<file path="src/common/alarm_pkg.sv">
// package: offsets, field layout, reset values and match codes of the alarm block
package alarm_pkg;
  localparam int unsigned ADDR_W = 8;
  // register offsets
  localparam logic [7:0] OFS_A0_SEC = 8'h0c;
  localparam logic [7:0] OFS_A0_MIN = 8'h0d;
  localparam logic [7:0] OFS_A0_HOUR = 8'h0e;
  localparam logic [7:0] OFS_A0_WEEKDAY_VALUE = 8'h0f;
  localparam logic [7:0] OFS_A0_DATE = 8'h10;
  localparam logic [7:0] OFS_A0_MONTH = 8'h11;
  localparam logic [7:0] OFS_A1_HSEC = 8'h12;
  localparam logic [7:0] OFS_A1_SEC = 8'h13;
  localparam logic [7:0] OFS_A1_MIN = 8'h14;
  localparam logic [7:0] OFS_A1_HOUR = 8'h15;
  localparam logic [7:0] OFS_A1_WEEKDAY_VALUE = 8'h16;
  localparam logic [7:0] OFS_A1_DATE = 8'h17;
  localparam logic [7:0] OFS_CONTROL = 8'h08;
  // writable-bit masks; other bits read as zero, except hour bit 6, which reads the format mirror
  localparam logic [7:0] MASK_SEC = 8'h7f;
  localparam logic [7:0] MASK_MIN = 8'h7f;
  localparam logic [7:0] MASK_HOUR = 8'h3f;
  localparam logic [7:0] MASK_WEEKDAY_VALUE = 8'h7f;
  localparam logic [7:0] MASK_DATE = 8'h3f;
  localparam logic [7:0] MASK_MONTH = 8'h1f;
  localparam logic [7:0] MASK_CONTROL = 8'h7f;
  // field positions
  localparam int unsigned FLAG_BIT = 3;
  localparam int unsigned FORMAT_BIT = 6;
  localparam int unsigned PM_BIT = 5;
  localparam int unsigned SEL_LSB = 4;
  localparam int unsigned EN0_BIT = 4;
  localparam int unsigned EN1_BIT = 5;
  localparam int unsigned SQW_BIT = 6;
  // reset values
  localparam logic [7:0] RST_ZERO = 8'h00;
  localparam logic [7:0] RST_ONE = 8'h01;
  localparam logic [7:0] RST_CONTROL = 8'h00;
  // match-select codes
  typedef enum logic [2:0] {
    SEL_SEC = 3'h0,
    SEL_MIN = 3'h1,
    SEL_HOUR = 3'h2,
    SEL_WEEKDAY_VALUE = 3'h3,
    SEL_DATE = 3'h4,
    SEL_HSEC = 3'h5,
    SEL_RSVD = 3'h6,
    SEL_FULL = 3'h7
  } match_sel_t;
  // current time from the timekeeping counters
  typedef struct packed {
    logic [7:0] hsec;
    logic [6:0] sec;
    logic [6:0] min;
    logic [6:0] hour;
    logic [2:0] weekday_value;
    logic [5:0] date;
    logic [4:0] month;
  } time_now_t;
  // register access request
  typedef struct packed {
    logic wr;
    logic rd;
    logic [7:0] addr;
    logic [7:0] wdata;
  } reg_req_t;
endpackage : alarm_pkg

</file>
<file path="src/hw/dual_calendar_alarm_match.sv">
// dual calendar alarm match units with register file and shared alarm pin
// Notes on behaviour
// - alarm 1 hundredths held as two bcd digits
// - hundredths compare only on alarm 1
// - seconds match seven bits, top reads zero
// - minutes match seven bits, top reads zero
// - hour format bit read-only, mirrors timekeeping
// - twelve-hour: bit 5 afternoon, bit 4 tens
// - twenty-four-hour: bits 5-4 tens digit
// - three-bit select chooses the match condition
// - hour compare honours format and afternoon bit
// - month compare only on alarm 0 full
// - match sets sticky flag in weekday bit 3
// - writing zero clears flag, one ignored
// - weekday value 1..7, meaning user defined
// - date match six bits, top two zero
// - alarm 0 month five bits, rest zero
// - alarm matches only while its enable set
// - either flag pulls shared pin low unless the square wave bit is set
`timescale 1ns/1ps
`default_nettype none
module dual_calendar_alarm_match
  import alarm_pkg::*;
(
  // clock and reset
  input wire logic i_clock,
  input wire logic i_rst_n,
  // register access from the serial interface
  input wire reg_req_t i_req,
  output logic [7:0] o_rdata,
  // timekeeping counters
  input wire logic i_tick,
  input wire time_now_t i_now,
  input wire logic i_format_12h,
  // shared multifunction pin, open drain
  output logic o_mfp_out,
  output logic o_mfp_oe,
  output logic [7:0] o_control
);
  logic [7:0] a0_sec, a0_min, a0_hour, a0_wk, a0_date, a0_month;
  logic [7:0] a1_hsec, a1_sec, a1_min, a1_hour, a1_wk, a1_date;
  logic [7:0] control;
  logic [7:0] next_rdata;
  logic [7:0] rdata;
  logic flag0, flag1;
  wire logic wr = i_req.wr;
  wire logic [7:0] wd = i_req.wdata;

  // plain value registers; write masks keep unimplemented bits at zero
  always_ff @(posedge i_clock or negedge i_rst_n) begin
    if (!i_rst_n) begin
      a0_sec <= RST_ZERO;
      a0_min <= RST_ZERO;
      a0_hour <= RST_ZERO;
      a0_wk <= RST_ONE;
      a0_date <= RST_ONE;
      a0_month <= RST_ONE;
      a1_hsec <= RST_ZERO;
      a1_sec <= RST_ZERO;
      a1_min <= RST_ZERO;
      a1_hour <= RST_ZERO;
      a1_wk <= RST_ONE;
      a1_date <= RST_ONE;
      control <= RST_CONTROL;
    end else if (wr) begin
      unique case (i_req.addr)
        OFS_A0_SEC: a0_sec <= wd & MASK_SEC;
        OFS_A0_MIN: a0_min <= wd & MASK_MIN;
        OFS_A0_HOUR: a0_hour <= wd & MASK_HOUR;
        OFS_A0_WEEKDAY_VALUE: a0_wk <= wd & MASK_WEEKDAY_VALUE;
        OFS_A0_DATE: a0_date <= wd & MASK_DATE;
        OFS_A0_MONTH: a0_month <= wd & MASK_MONTH;
        OFS_A1_HSEC: a1_hsec <= wd;
        OFS_A1_SEC: a1_sec <= wd & MASK_SEC;
        OFS_A1_MIN: a1_min <= wd & MASK_MIN;
        OFS_A1_HOUR: a1_hour <= wd & MASK_HOUR;
        OFS_A1_WEEKDAY_VALUE: a1_wk <= wd & MASK_WEEKDAY_VALUE;
        OFS_A1_DATE: a1_date <= wd & MASK_DATE;
        OFS_CONTROL: control <= wd & MASK_CONTROL;
        default: ;
      endcase
    end
  end

  // hour compare: the format mirror is bit 6, the stored bits 5..0 include pm
  function automatic logic hour_eq(input logic [7:0] alm, input logic [6:0] now,
                                   input logic fmt12);
    logic eq;
    eq = fmt12 ? (alm[5:0] == now[5:0]) : (alm[5:4] == now[5:4] && alm[3:0] == now[3:0]);
    return eq;
  endfunction : hour_eq

  // per-alarm field matches
  wire logic a0_sec_eq = (a0_sec[6:0] == i_now.sec);
  wire logic a0_min_eq = (a0_min[6:0] == i_now.min);
  wire logic a0_hr_eq = hour_eq(a0_hour, i_now.hour, i_format_12h);
  wire logic a0_wk_eq = (a0_wk[2:0] == i_now.weekday_value);
  wire logic a0_dt_eq = (a0_date[5:0] == i_now.date);
  wire logic a0_mo_eq = (a0_month[4:0] == i_now.month);
  wire logic a1_hs_eq = (a1_hsec == i_now.hsec);
  wire logic a1_sec_eq = (a1_sec[6:0] == i_now.sec);
  wire logic a1_min_eq = (a1_min[6:0] == i_now.min);
  wire logic a1_hr_eq = hour_eq(a1_hour, i_now.hour, i_format_12h);
  wire logic a1_wk_eq = (a1_wk[2:0] == i_now.weekday_value);
  wire logic a1_dt_eq = (a1_date[5:0] == i_now.date);
  wire match_sel_t sel0 = match_sel_t'(a0_wk[SEL_LSB +: 3]);
  wire match_sel_t sel1 = match_sel_t'(a1_wk[SEL_LSB +: 3]);

  // select decode; reserved codes never match
  logic hit0, hit1;
  always_comb begin
    unique case (sel0)
      SEL_SEC: hit0 = a0_sec_eq;
      SEL_MIN: hit0 = a0_min_eq;
      SEL_HOUR: hit0 = a0_hr_eq;
      SEL_WEEKDAY_VALUE: hit0 = a0_wk_eq;
      SEL_DATE: hit0 = a0_dt_eq;
      SEL_HSEC: hit0 = 1'b0;
      SEL_RSVD: hit0 = 1'b0;
      SEL_FULL: hit0 = a0_sec_eq & a0_min_eq & a0_hr_eq & a0_wk_eq & a0_dt_eq & a0_mo_eq;
    endcase
    unique case (sel1)
      SEL_SEC: hit1 = a1_sec_eq;
      SEL_MIN: hit1 = a1_min_eq;
      SEL_HOUR: hit1 = a1_hr_eq;
      SEL_WEEKDAY_VALUE: hit1 = a1_wk_eq;
      SEL_DATE: hit1 = a1_dt_eq;
      SEL_HSEC: hit1 = a1_hs_eq;
      SEL_RSVD: hit1 = 1'b0;
      SEL_FULL: hit1 = a1_sec_eq & a1_min_eq & a1_hr_eq & a1_wk_eq & a1_dt_eq;
    endcase
  end

  // a match counts only on the update tick and while enabled
  wire logic set0 = i_tick & control[EN0_BIT] & hit0;
  wire logic set1 = i_tick & control[EN1_BIT] & hit1;
  wire logic clr0 = wr && i_req.addr == OFS_A0_WEEKDAY_VALUE && !wd[FLAG_BIT];
  wire logic clr1 = wr && i_req.addr == OFS_A1_WEEKDAY_VALUE && !wd[FLAG_BIT];

  // sticky flags: set beats a same-cycle clear, written ones are ignored
  always_ff @(posedge i_clock or negedge i_rst_n) begin
    if (!i_rst_n) begin
      flag0 <= 1'b0;
      flag1 <= 1'b0;
    end else begin
      flag0 <= set0 | (flag0 & ~clr0);
      flag1 <= set1 | (flag1 & ~clr1);
    end
  end

  // read mux; format bit mirrored live, flag overlaid on weekday
  always_comb begin
    unique case (i_req.addr)
      OFS_A0_SEC: next_rdata = a0_sec;
      OFS_A0_MIN: next_rdata = a0_min;
      OFS_A0_HOUR: next_rdata = {1'b0, i_format_12h, a0_hour[5:0]};
      OFS_A0_WEEKDAY_VALUE: next_rdata = {a0_wk[7:4], flag0, a0_wk[2:0]};
      OFS_A0_DATE: next_rdata = a0_date;
      OFS_A0_MONTH: next_rdata = a0_month;
      OFS_A1_HSEC: next_rdata = a1_hsec;
      OFS_A1_SEC: next_rdata = a1_sec;
      OFS_A1_MIN: next_rdata = a1_min;
      OFS_A1_HOUR: next_rdata = {1'b0, i_format_12h, a1_hour[5:0]};
      OFS_A1_WEEKDAY_VALUE: next_rdata = {a1_wk[7:4], flag1, a1_wk[2:0]};
      OFS_A1_DATE: next_rdata = a1_date;
      OFS_CONTROL: next_rdata = control;
      default: next_rdata = RST_ZERO;
    endcase
  end

  // registered read data, updated on a read strobe
  always_ff @(posedge i_clock or negedge i_rst_n) begin
    if (!i_rst_n) begin
      rdata <= RST_ZERO;
    end else if (i_req.rd) begin
      rdata <= next_rdata;
    end
  end

  // pin is pulled low while any flag stands, unless square wave mode owns it
  assign o_rdata = rdata;
  assign o_control = control;
  assign o_mfp_out = 1'b0;
  assign o_mfp_oe = (flag0 | flag1) & ~control[SQW_BIT];
endmodule : dual_calendar_alarm_match
`default_nettype wire

</file>
<file path="config.mk">
export PLATFORM = sky130hd
export DESIGN_NAME = dual_calendar_alarm_match
export DESIGN_NICKNAME = d
export VERILOG_FILES = /design/src/common/alarm_pkg.sv /design/src/hw/dual_calendar_alarm_match.sv
export SDC_FILE = /design/constraint.sdc
export NUM_CORES = 1
export LEC_CHECK = 0
export ABC_AREA = 0
export BUFFER_PORTS_ARGS = -buffer_cell sky130_fd_sc_hd__buf_2
export CORE_AREA = 2 2 102 104
export DETAILED_ROUTE_END_ITERATION = 8
export DIE_AREA = 0 0 104 106
export PLACE_DENSITY = 0.74
export SLEW_MARGIN = 20
export SYNTH_ARGS = -nofsm -noshare
export SYNTH_HDL_FRONTEND = slang
export SYNTH_SLANG_ARGS = --single-unit
</file>
<file path="constraint.sdc">
create_clock -name i_clock -period 3.4 [get_ports i_clock]
set_input_delay 0.85 -clock i_clock [delete_from_list [all_inputs] [get_ports i_clock]]
set_output_delay 0.85 -clock i_clock [all_outputs]
set_load 0.1 [all_outputs]
</file>
# Word-level counts from Yosys, hierarchy flattened
# Cells that the tools add are included.
# word_totals
elab_cells	109
output_inout_bits	18
inputBits	65
reg_bits	96
# classes
n_eq_ne	43
n_mux	5
bitwise	22
reduce_logical	23
# op_table
cell	count
$pmux 8 s13	1
$eq 8x5->1 const B	8
$eq 8x4->1 const B	5
$eq 7x7->1	4
$reduce_and 2->1	13
$eq 3x3->1 const B	8
$eq 6x6->1	4
$and 1x1->1	16
$eq 3x2->1 const B	4
$eq 4x4->1	2
$eq 8x8->1	1
$pmux 1 s8	1
$pmux 1 s7	1
$eq 3x1->1 const B	2
$eq 3x3->1	2
$logic_and 1x1->1	6
$logic_not 3->1	2
$eq 5x5->1	1
$eq 2x2->1	2
$not 1->1	3
$or 1x1->1	3
$mux 1	2
$reduce_or 2->1	1
$logic_not 1->1	1

# Longest topological paths before layout
# Gate-level depths: netlist of run 1.
# depth
ltp_word	10
depth_mapped	8
mapped_depth_nobuf	6

# Worst setup path after synthesis of run 1
# OpenSTA, ideal clock, no wires.
# synth_timing
kind	flip-flop to output port
from	reg control[6] (netlist: o_control[6])
to	out o_mfp_oe
slack_ns	0.386
path_stages_with_launch	2
path_buffers	0
required_time_ns	2.550
t_arrival_ns	2.164
cell_sequence	dfrtp_1 nor2_1
# synth_via
elab_chain_cells	2
# synth_rtl
item	line_no	rtl
start, declared	dual_calendar_alarm_match.sv:42	logic [7:0] control;
start signal, assigned	dual_calendar_alarm_match.sv:79	OFS_CONTROL: control <= wd & MASK_CONTROL;
$not 1->1	dual_calendar_alarm_match.sv:184	assign o_mfp_oe = (flag0 | flag1) & ~control[SQW_BIT];
$and 1x1->1	dual_calendar_alarm_match.sv:184	
end, declared	dual_calendar_alarm_match.sv:37	output logic o_mfp_oe,
# Every way passes these cells.

# Worst setup path in the final report of run 1
# layout_timing
from	in i_req[8] (netlist name)
to	reg a0_min[2]
# layout_via
elab_chain_cells	2
# layout_rtl
item	line_no	rtl
start, declared	dual_calendar_alarm_match.sv:29	input wire reg_req_t i_req,
$eq 8x4->1	dual_calendar_alarm_match.sv:66	unique case (i_req.addr)
$reduce_and 2->1 (no source line)	--	
end signal, assigned	dual_calendar_alarm_match.sv:68	OFS_A0_MIN: a0_min <= wd & MASK_MIN;
end, declared	dual_calendar_alarm_match.sv:40	logic [7:0] a0_sec, a0_min, a0_hour, a0_wk, a0_date, a0_month;
# Every way passes these cells.
# A chain may end at the register's enable or synchronous reset.

==> impl_metrics.env, run 1 <==
export IMPL_rows=37
export IMPL_endpoint_kind="flip-flop"
export IMPL_p_leak_nw=2.879
export IMPL_core_area_mm2=0.01000
export IMPL_ctsHoldBuffers=0
export IMPL_antenna_found_initial=0
export IMPL_gp_congestion=0.9855
export IMPL_vias_per_cell=6.084
export IMPL_path_max_fanout=30
export IMPL_grt_max_degree=56
export IMPL_synthSimpleGateAreaFrac=0.1074
export IMPL_synth_fa_ha_area_frac=0
export IMPL_finalSetupTns_ps=0
export IMPL_drc=0
export IMPL_arrival_ps=2840
export IMPL_vias=4149
export IMPL_drive_above_1_share=0.3608
export IMPL_grtUsageTotal=0.2876
export IMPL_synthArstFlopShare=1.000
export IMPL_first_global_vias=4284
export IMPL_io_pins=83
export IMPL_htreeDepth=3
export IMPL_numCtsBuffers=9
export IMPL_grt_ovfl_total=0
export IMPL_synth_edff_count=0
export IMPL_cts_buffer_depth=2
export IMPL_wirelength_mm=15.00
export IMPL_area_growth_syn_to_layout_pct=12.90
export IMPL_wl_per_cell_um=21.99
export IMPL_drt_iter0_drc=321
export IMPL_synth_cells=468
export IMPL_synth_distinct_cells=65
export IMPL_cts_tree="built"
export IMPL_status="completed"
export IMPL_fillCellCount=850
export IMPL_synth_area_top_cells="dfrtp_1 41%, mux2_2 16%, xor2_1 6.3%"
export IMPL_synth_warnings=0
export IMPL_start_util=0.5382
export IMPL_maxCapViolCount=0
export IMPL_ys_top_cells_by_count="89 x dfrtp_1, 78 x mux2_2, 39 x xor2_1"
export IMPL_fmax_mhz=388.2
export IMPL_diodes=0
export IMPL_fin_crit_sh=0.7577
export IMPL_syn_avg_cell_area_um2=11.50
export IMPL_hp_class="reg -> reg"
export IMPL_crit_required_ps=3660
export IMPL_cts_setup_buffers=0
export IMPL_ys_flop_type="dfrtp_1"
export IMPL_synth_top_area_share=0.4139
export IMPL_finalSetupViolCount=0
export IMPL_rsz0062_at_grt="no"
export IMPL_clk_pin_slew_worst_paths_ps=90
export IMPL_dpl_hpwl_mm=11.34
export IMPL_min_period_ps=2576
export IMPL_tightest_slew_ps=763.9
export IMPL_clkLatencyLatePin_ps=390
export IMPL_portBuffers=79
export IMPL_peakVddDrop_mv=0.2393
export IMPL_syn_cell_area_mm2=0.005381
export IMPL_fin_nets=606
export IMPL_synth_area_mux_share=0.2041
export IMPL_synth_most_common_cell="dfrtp_1"
export IMPL_total_power_w=0.002393
export IMPL_critPathKind="in -> reg"
export IMPL_yosys_register_bits=94
export IMPL_slew_headroom=0.4860
export IMPL_slew_violations=0
export IMPL_yosysSeqAreaShare=0.4383
export IMPL_powerDensity_mw_per_mm2=393.8
export IMPL_die_area_mm2=0.01102
export IMPL_clock_root_buffer="clkbuf_8"
export IMPL_die_h_um=106
export IMPL_grt_pass1_wl_mm=24.04
export IMPL_yosys_area_share_xor_xnor=0.1156
export IMPL_dr_pass1_iters=5
export IMPL_cts_resized=0
export IMPL_hold_viol_final=0
export IMPL_synth_top_family_by_area="multiplexers"
export IMPL_worstSetupStartpointType="input pin"
export IMPL_fp_dieW_um=104
export IMPL_cts_num_sinks=94
export IMPL_synth_area_leader_cell="dfrtp_1"
export IMPL_synth_compound_area_share=0.1074
export IMPL_drtAntennaViolNets=0
export IMPL_worst_clock_skew_ps=17.41
cell families after synthesis:
group,count (synthesis)
compound gates,76
other cells,1
flops,94
simple gates,100
xor+xnor,71
buf+inv,27
mux,99
worst max-delay path, cell delays in order:
cell and delay, ps:
buf_2 510, nor2b_1 660, nand3_1 420, mux2_2 380
per-stage QoR:
stage                     worst slack, ps    util  hold slack [ps]  cell area [um^2]  std cells
final                               824.0  0.6076            495.2              6076        682
after global routing                723.2  0.6076            516.2              6076        682
after CTS                           919.3  0.6076            495.1              6076        682
after detailed placement            535.1  0.5867            472.1              5867        666
after global placement              581.6  0.5867            463.1              5867        666
after floorplan                     386.4       -            493.9              5385        469
power breakdown:
part	switching, W	internal [W]
Sequential	0.0000590	0.00117
Combinational	0.000229	0.000140
Clock	0.000416	0.000379
flip-flops by register name, indices dropped and copies added, names as in the netlist, 6 cells and up:
signal	count
a1_hsec	8
o_rdata	8
a0_min	7
a0_sec	7
a1_min	7
a1_sec	7
o_control	7
a0_date	6
a0_hour	6
a0_wk	6
a1_date	6
a1_hour	6
a1_wk	6
final cells by class:
class	instances	area (um^2)	share of cell area
inverters	3	11.26	0.001853
multi-input cells	348	2884	0.4747
flip-flops and latches	94	2359	0.3882
well taps	136	170.2	0.02801
clock inverters	5	57.56	0.009473
repair buffers	85	442.9	0.07290
clock buffers	11	151.4	0.02492
routing by layer:
metal / GRT usage / vias up / share of wire / routed length, um
li1: - / 1872 / - / -
met1: 0.3863 / 2077 / 0.42 / 6358
met2: 0.4671 / 167 / 0.47 / 7068
met3: 0.04108 / 33 / 0.067 / 1010
met4: 0.1264 / 0 / 0.037 / 558
met5: 0 / - / 0 / 0
path summary, 6_finish.rpt:
path | slack [ps] | startpoint | cells past startpoint | end
hold / removal | 500 | o_rdata[4] | 1 | o_rdata[4]
min in group asynchronous | 510 | i_rst_n | 1 | a1_sec[5]
setup / recovery | 820 | i_req[8] | 4 | a0_min[2]
setup reg to reg | 1450 | a0_min[6] | 6 | flag0
hold reg to reg | 500 | o_rdata[4] | 1 | o_rdata[4]
max in group asynchronous | 2060 | i_rst_n | 2 | a0_date[0]
cell usage in the layout (no fill, tap or decap), types with 4 or more instances in the layout:
cell type and n:
dfstp_2 5, clkbuf_8 11, a22oi_1 13, xnor2_1 32, a22o_1 5, buf_2 78
a221oi_1 4, mux2_2 78, nand2b_1 5, buf_4 7, mux2i_1 13, a21oi_1 10
dfrtp_1 89, nand4_1 10, o2bb2ai_1 7, mux2_1 8, xor2_1 39, and3_1 4
nand3_1 16, nand2_1 11, nor3_1 8, nor4_1 9, nor2_1 17, o21ai_0 8
Power figures use the tool's default switching activity.
==> inputs of run 2 (changes only) <==
Settings changed: CORE_AREA 2 2 102 104 to 2 2 105 107, DIE_AREA 0 0 104 106 to 0 0 107 109, PLACE_DENSITY 0.74 to 0.73.
Clock period 3.4 ns to 2.3 ns, I/O delays scaled along.
==> impl_metrics.env, run 2 (synthesis gave the netlist of run 1 again) <==
export IMPL_status="completed"
export IMPL_htreeDepth=3
export IMPL_numCtsBuffers=9
export IMPL_clk_pin_slew_worst_paths_ps=100
export IMPL_post_route_cell_area_mm2=0.006233
export IMPL_dpl_hpwl_mm=12.02
export IMPL_post_place_cells=691
export IMPL_final_common_cell="dfrtp_1"
export IMPL_die_area_mm2=0.01166
export IMPL_cts_buffer_depth=2
export IMPL_min_period_ps=2045
export IMPL_start_util=0.5076
export IMPL_core_area_mm2=0.01060
export IMPL_cts_num_sinks=94
export IMPL_placed_area_mm2=0.006057
export IMPL_vias=4213
export IMPL_tightest_slew_ps=538.9
export IMPL_multi_input_area_mm2=0.002887
export IMPL_gp_congestion=1.001
export IMPL_io_pins=83
export IMPL_fin_crit_sh=0.8892
export IMPL_cts_resized=0
export IMPL_grt_ovfl_total=0
export IMPL_clock_root_buffer="clkbuf_8"
export IMPL_p_leak_nw=2.972
export IMPL_final_cell_mix="89 x dfrtp_1, 78 x mux2_2, 78 x buf_2, 39 x xor2_1, 32 x xnor2_1"
export IMPL_hold_viol_final=0
export IMPL_grt_max_degree=95
export IMPL_fillCellCount=901
export IMPL_worstSetupStartpointType="input pin"
export IMPL_endpoint_kind="flip-flop"
export IMPL_rows=38
export IMPL_cts_setup_buffers=0
export IMPL_fmax_mhz=488.9
export IMPL_ctsHoldBuffers=0
export IMPL_arrival_ps=2320
export IMPL_antenna_found_initial=0
export IMPL_hp_class="in -> async"
export IMPL_cts_tree="built"
export IMPL_drc=0
export IMPL_clkLatencyLatePin_ps=380
export IMPL_powerDensity_mw_per_mm2=546.8
export IMPL_drive_above_1_share=0.3845
export IMPL_finalSetupTns_ps=0
export IMPL_worst_clock_skew_ps=12.33
export IMPL_drt_iter0_drc=360
export IMPL_peakVddDrop_mv=0.2608
export IMPL_dr_pass1_iters=4
export IMPL_final_cell_count_no_fill=707
export IMPL_rsz0062_at_grt="no"
export IMPL_diodes=0
export IMPL_die_h_um=109
export IMPL_grtUsageTotal=0.2765
export IMPL_first_global_vias=4099
export IMPL_vias_per_cell=5.959
export IMPL_grt_pass1_wl_mm=23.57
export IMPL_path_max_fanout=9
export IMPL_drtAntennaViolNets=0
export IMPL_critPathKind="in -> reg"
export IMPL_finalSetupViolCount=0
export IMPL_wirelength_mm=15.84
export IMPL_register_area_mm2=0.002359
export IMPL_slew_headroom=0.6380
export IMPL_portBuffers=79
export IMPL_area_growth_syn_to_layout_pct=15.83
export IMPL_wl_per_cell_um=22.40
export IMPL_fp_dieW_um=107
export IMPL_maxCapViolCount=0
export IMPL_crit_required_ps=2570
export IMPL_fin_nets=627
export IMPL_slew_violations=0
run 2: metal layers:
metal / wire [um] / part of all wire / track usage / up-vias
li1: - / - / - / 1916
met1: 6890 / 0.44 / 0.3685 / 2092
met2: 7456 / 0.47 / 0.4586 / 166
met3: 1032 / 0.065 / 0.04901 / 39
met4: 458 / 0.029 / 0.09369 / 0
met5: 0 / 0 / 0 / -
run 2: per-stage QoR:
step | total power, W | hold slack (ps) | worst slack [ps] | util
2_1_floorplan | 0.002169 | 279.4 | 14.64 | -
3_3_place_gp | 0.002400 | 462.3 | -52.32 | 0.5713
6_report | 0.003408 | 232.8 | 254.7 | 0.5879
5_1_grt | 0.003534 | 270.8 | 236.4 | 0.5879
3_5_place_dp | 0.002418 | 471.3 | -72.93 | 0.5713
4_1_cts | 0.003415 | 260.9 | 318.9 | 0.5879
run 2: power by group:
part	internal (W)	switching, W
logic	0.000224	0.000348
clock network	0.000421	0.000597
registers	0.00173	0.0000905
total	0.00237	0.00104
run 2: worst paths after layout:
check	start	endpoint	slack (ps)	cells past startpoint
worst min register to register	o_rdata[2]	o_rdata[2]	500	1
worst min-delay path	i_rst_n	a1_sec[3]	230	2
max in group asynchronous	i_rst_n	a0_month[0]	1670	2
min in group i_clock	i_req[7]	a1_hsec[7]	410	2
worst max-delay path	i_req[8]	o_rdata[2]	250	8
worst max register to register	a1_hour[2]	o_rdata[2]	330	7
run 2: area by class of cell:
class | count | share of cell area
tap | 140 | 0.02810
multi-input combinational | 348 | 0.4631
sequential | 94 | 0.3784
inverter | 3 | 0.001807
timing repair buffer | 106 | 0.1004
clock inverter | 5 | 0.005620
clock buffer | 11 | 0.02268
run 2: worst max-delay path: stages:
cell and delay, ps:
buf_2 220, mux2i_1 330, nor2_1 70, a221oi_1 220
o22ai_1 160, nor4_1 490, buf_4 200, o2bb2ai_1 50
==> inputs of run 3 (changes only) <==
Settings changed: CORE_AREA 2 2 105 107 to 2 2 102 104, DIE_AREA 0 0 107 109 to 0 0 104 106, PLACE_DENSITY 0.73 to 0.74.
Clock period 2.3 ns to 2.6 ns, I/O delays scaled along.
==> impl_metrics.env, run 3 (synthesis gave the netlist of run 1 again) <==
export IMPL_cts_resized=0
export IMPL_drtAntennaViolNets=0
export IMPL_final_setup_worst_slack_ps=364.9
export IMPL_rr_startpoint="a1_hour[2]"
export IMPL_r2r_slack_ps=760
export IMPL_arrival_ps=2480
export IMPL_path_max_fanout=13
export IMPL_grt_ovfl_total=0
export IMPL_rsz0062_at_grt="no"
export IMPL_grt_use_met3=0.06806
export IMPL_p_leak_nw=2.916
export IMPL_start_util=0.5382
export IMPL_final_common_cell="dfrtp_1"
export IMPL_clock_root_buffer="clkbuf_8"
export IMPL_status="completed"
export IMPL_crit_required_ps=2840
export IMPL_drive_above_1_share=0.3705
export IMPL_powerDensity_mw_per_mm2=487.3
export IMPL_final_cell_count_no_fill=692
export IMPL_hold_viol_final=0
export IMPL_wl_per_cell_um=22.22
export IMPL_tightest_slew_ps=578.3
export IMPL_antenna_found_initial=0
export IMPL_htreeDepth=3
export IMPL_grt_met2_usage=0.4671
export IMPL_cts_num_sinks=94
export IMPL_fmax_mhz=447.4
export IMPL_multi_input_area_mm2=0.002887
export IMPL_worst_clock_skew_ps=9.147
export IMPL_met1_usage=0.3767
export IMPL_top_usage_layer="met2"
export IMPL_rows=37
export IMPL_vias=4285
export IMPL_post_place_cells=676
export IMPL_io_pins=83
export IMPL_vias_per_cell=6.192
export IMPL_grt_pass1_wl_mm=24.21
export IMPL_gp_congestion=0.9541
export IMPL_fillCellCount=826
export IMPL_cts_setup_buffers=0
export IMPL_final_cell_mix="89 x dfrtp_1, 78 x mux2_2, 78 x buf_2, 39 x xor2_1, 32 x xnor2_1"
export IMPL_fin_crit_sh=0.8597
export IMPL_diodes=0
export IMPL_fin_nets=616
export IMPL_cts_buffer_depth=2
export IMPL_die_h_um=106
export IMPL_endpoint_kind="flip-flop"
export IMPL_dpl_hpwl_mm=11.64
export IMPL_cts_tree="built"
export IMPL_register_area_mm2=0.002359
export IMPL_worstSetupStartpointType="input pin"
export IMPL_pwr_share_seq=0.537
export IMPL_drc=0
export IMPL_clkLatencyLatePin_ps=380
export IMPL_critPathKind="in -> reg"
export IMPL_maxCapViolCount=0
export IMPL_hp_class="in -> async"
export IMPL_grt_max_degree=43
export IMPL_first_global_vias=4389
export IMPL_swShare=0.3084
export IMPL_dr_pass1_iters=6
export IMPL_fp_dieW_um=104
export IMPL_pwr_share_comb=0.165
export IMPL_numCtsBuffers=9
export IMPL_clk_pin_slew_worst_paths_ps=90
export IMPL_wirelength_mm=15.38
export IMPL_rr_worst_depth=6
export IMPL_min_period_ps=2235
export IMPL_place_ws_ps=-35.58
export IMPL_reg2reg_to="o_rdata[2]"
export IMPL_core_area_mm2=0.01000
export IMPL_grtUsageTotal=0.2916
export IMPL_peakVddDrop_mv=0.2513
export IMPL_slew_headroom=0.6144
export IMPL_p_int_w=0.002068
export IMPL_area_growth_syn_to_layout_pct=14.04
export IMPL_power_share_clock=0.297
export IMPL_drt_iter0_drc=271
export IMPL_finalSetupViolCount=0
export IMPL_switching_power_w=0.0009222
export IMPL_die_area_mm2=0.01102
export IMPL_ctsHoldBuffers=0
export IMPL_slew_violations=0
export IMPL_portBuffers=79
-- run 3: cell count changes in the layout (fill, tap and decap cells not counted), sizes merged --
cell,change
clkinv,+1
buf,-11
clkinvlp,-1
-- run 3: power groups by stage --
stage,Clock [W],Combinational (W),Sequential (W)
after CTS,0.000898,0.000493,0.00161
after global routing,0.000948,0.000533,0.00162
after floorplan,0,0.000273,0.00165
after global placement,0,0.000478,0.00163
after detailed placement,0,0.000492,0.00163
final,0.000888,0.000495,0.00161
-- run 3: area by class of cell --
class	count	share of cell area
clock buffers	11	0.02141
clock inverters	5	0.005912
inverters	3	0.001835
multi-input cells	348	0.4703
flip-flops and latches	94	0.3843
well taps	136	0.02773
repair buffers	95	0.08848
-- run 3: layer usage --
layer  wire length, um  part of all wire  vias up
met5                 0                 0        -
met1              6157              0.40     2131
met3              1350             0.088       48
met4               681             0.044        0
met2              7190              0.47      210
li1                  -                 -     1896
-- run 3: worst max-delay path by stage --
stage,end,cells after the start,slack (ps),start
after floorplan,o_mfp_oe,1,240,o_control[6]
after global placement,a0_min[3],5,100,i_req[13]
after detailed placement,a0_min[4],5,-40,i_req[13]
after CTS,a0_min[4],5,410,i_req[13]
after global routing,flag0,6,230,i_req[13]
final,flag0,6,360,i_req[13]
-- run 3: metrics by stage --
stage / power [W] / hold WS, ps / instance area (um^2) / setup TNS, ps / util
global placement: 0.002111 / 463.5 / 5969 / 0 / 0.5970
floorplan: 0.001919 / 354.4 / 5388 / 0 / -
CTS: 0.002996 / 272.8 / 6137 / 0 / 0.6137
finish: 0.002991 / 259.8 / 6137 / 0 / 0.6137
detailed placement: 0.002126 / 468.1 / 5969 / -178.6 / 0.5970
global route: 0.003097 / 297.6 / 6137 / 0 / 0.6137
-- run 3: worst max-delay path: stages --
cell     delay (ps)
buf_2           110
nor3_1          320
and3_1          590
nand3_1         390
o21ai_0         270
o21ai_0         150
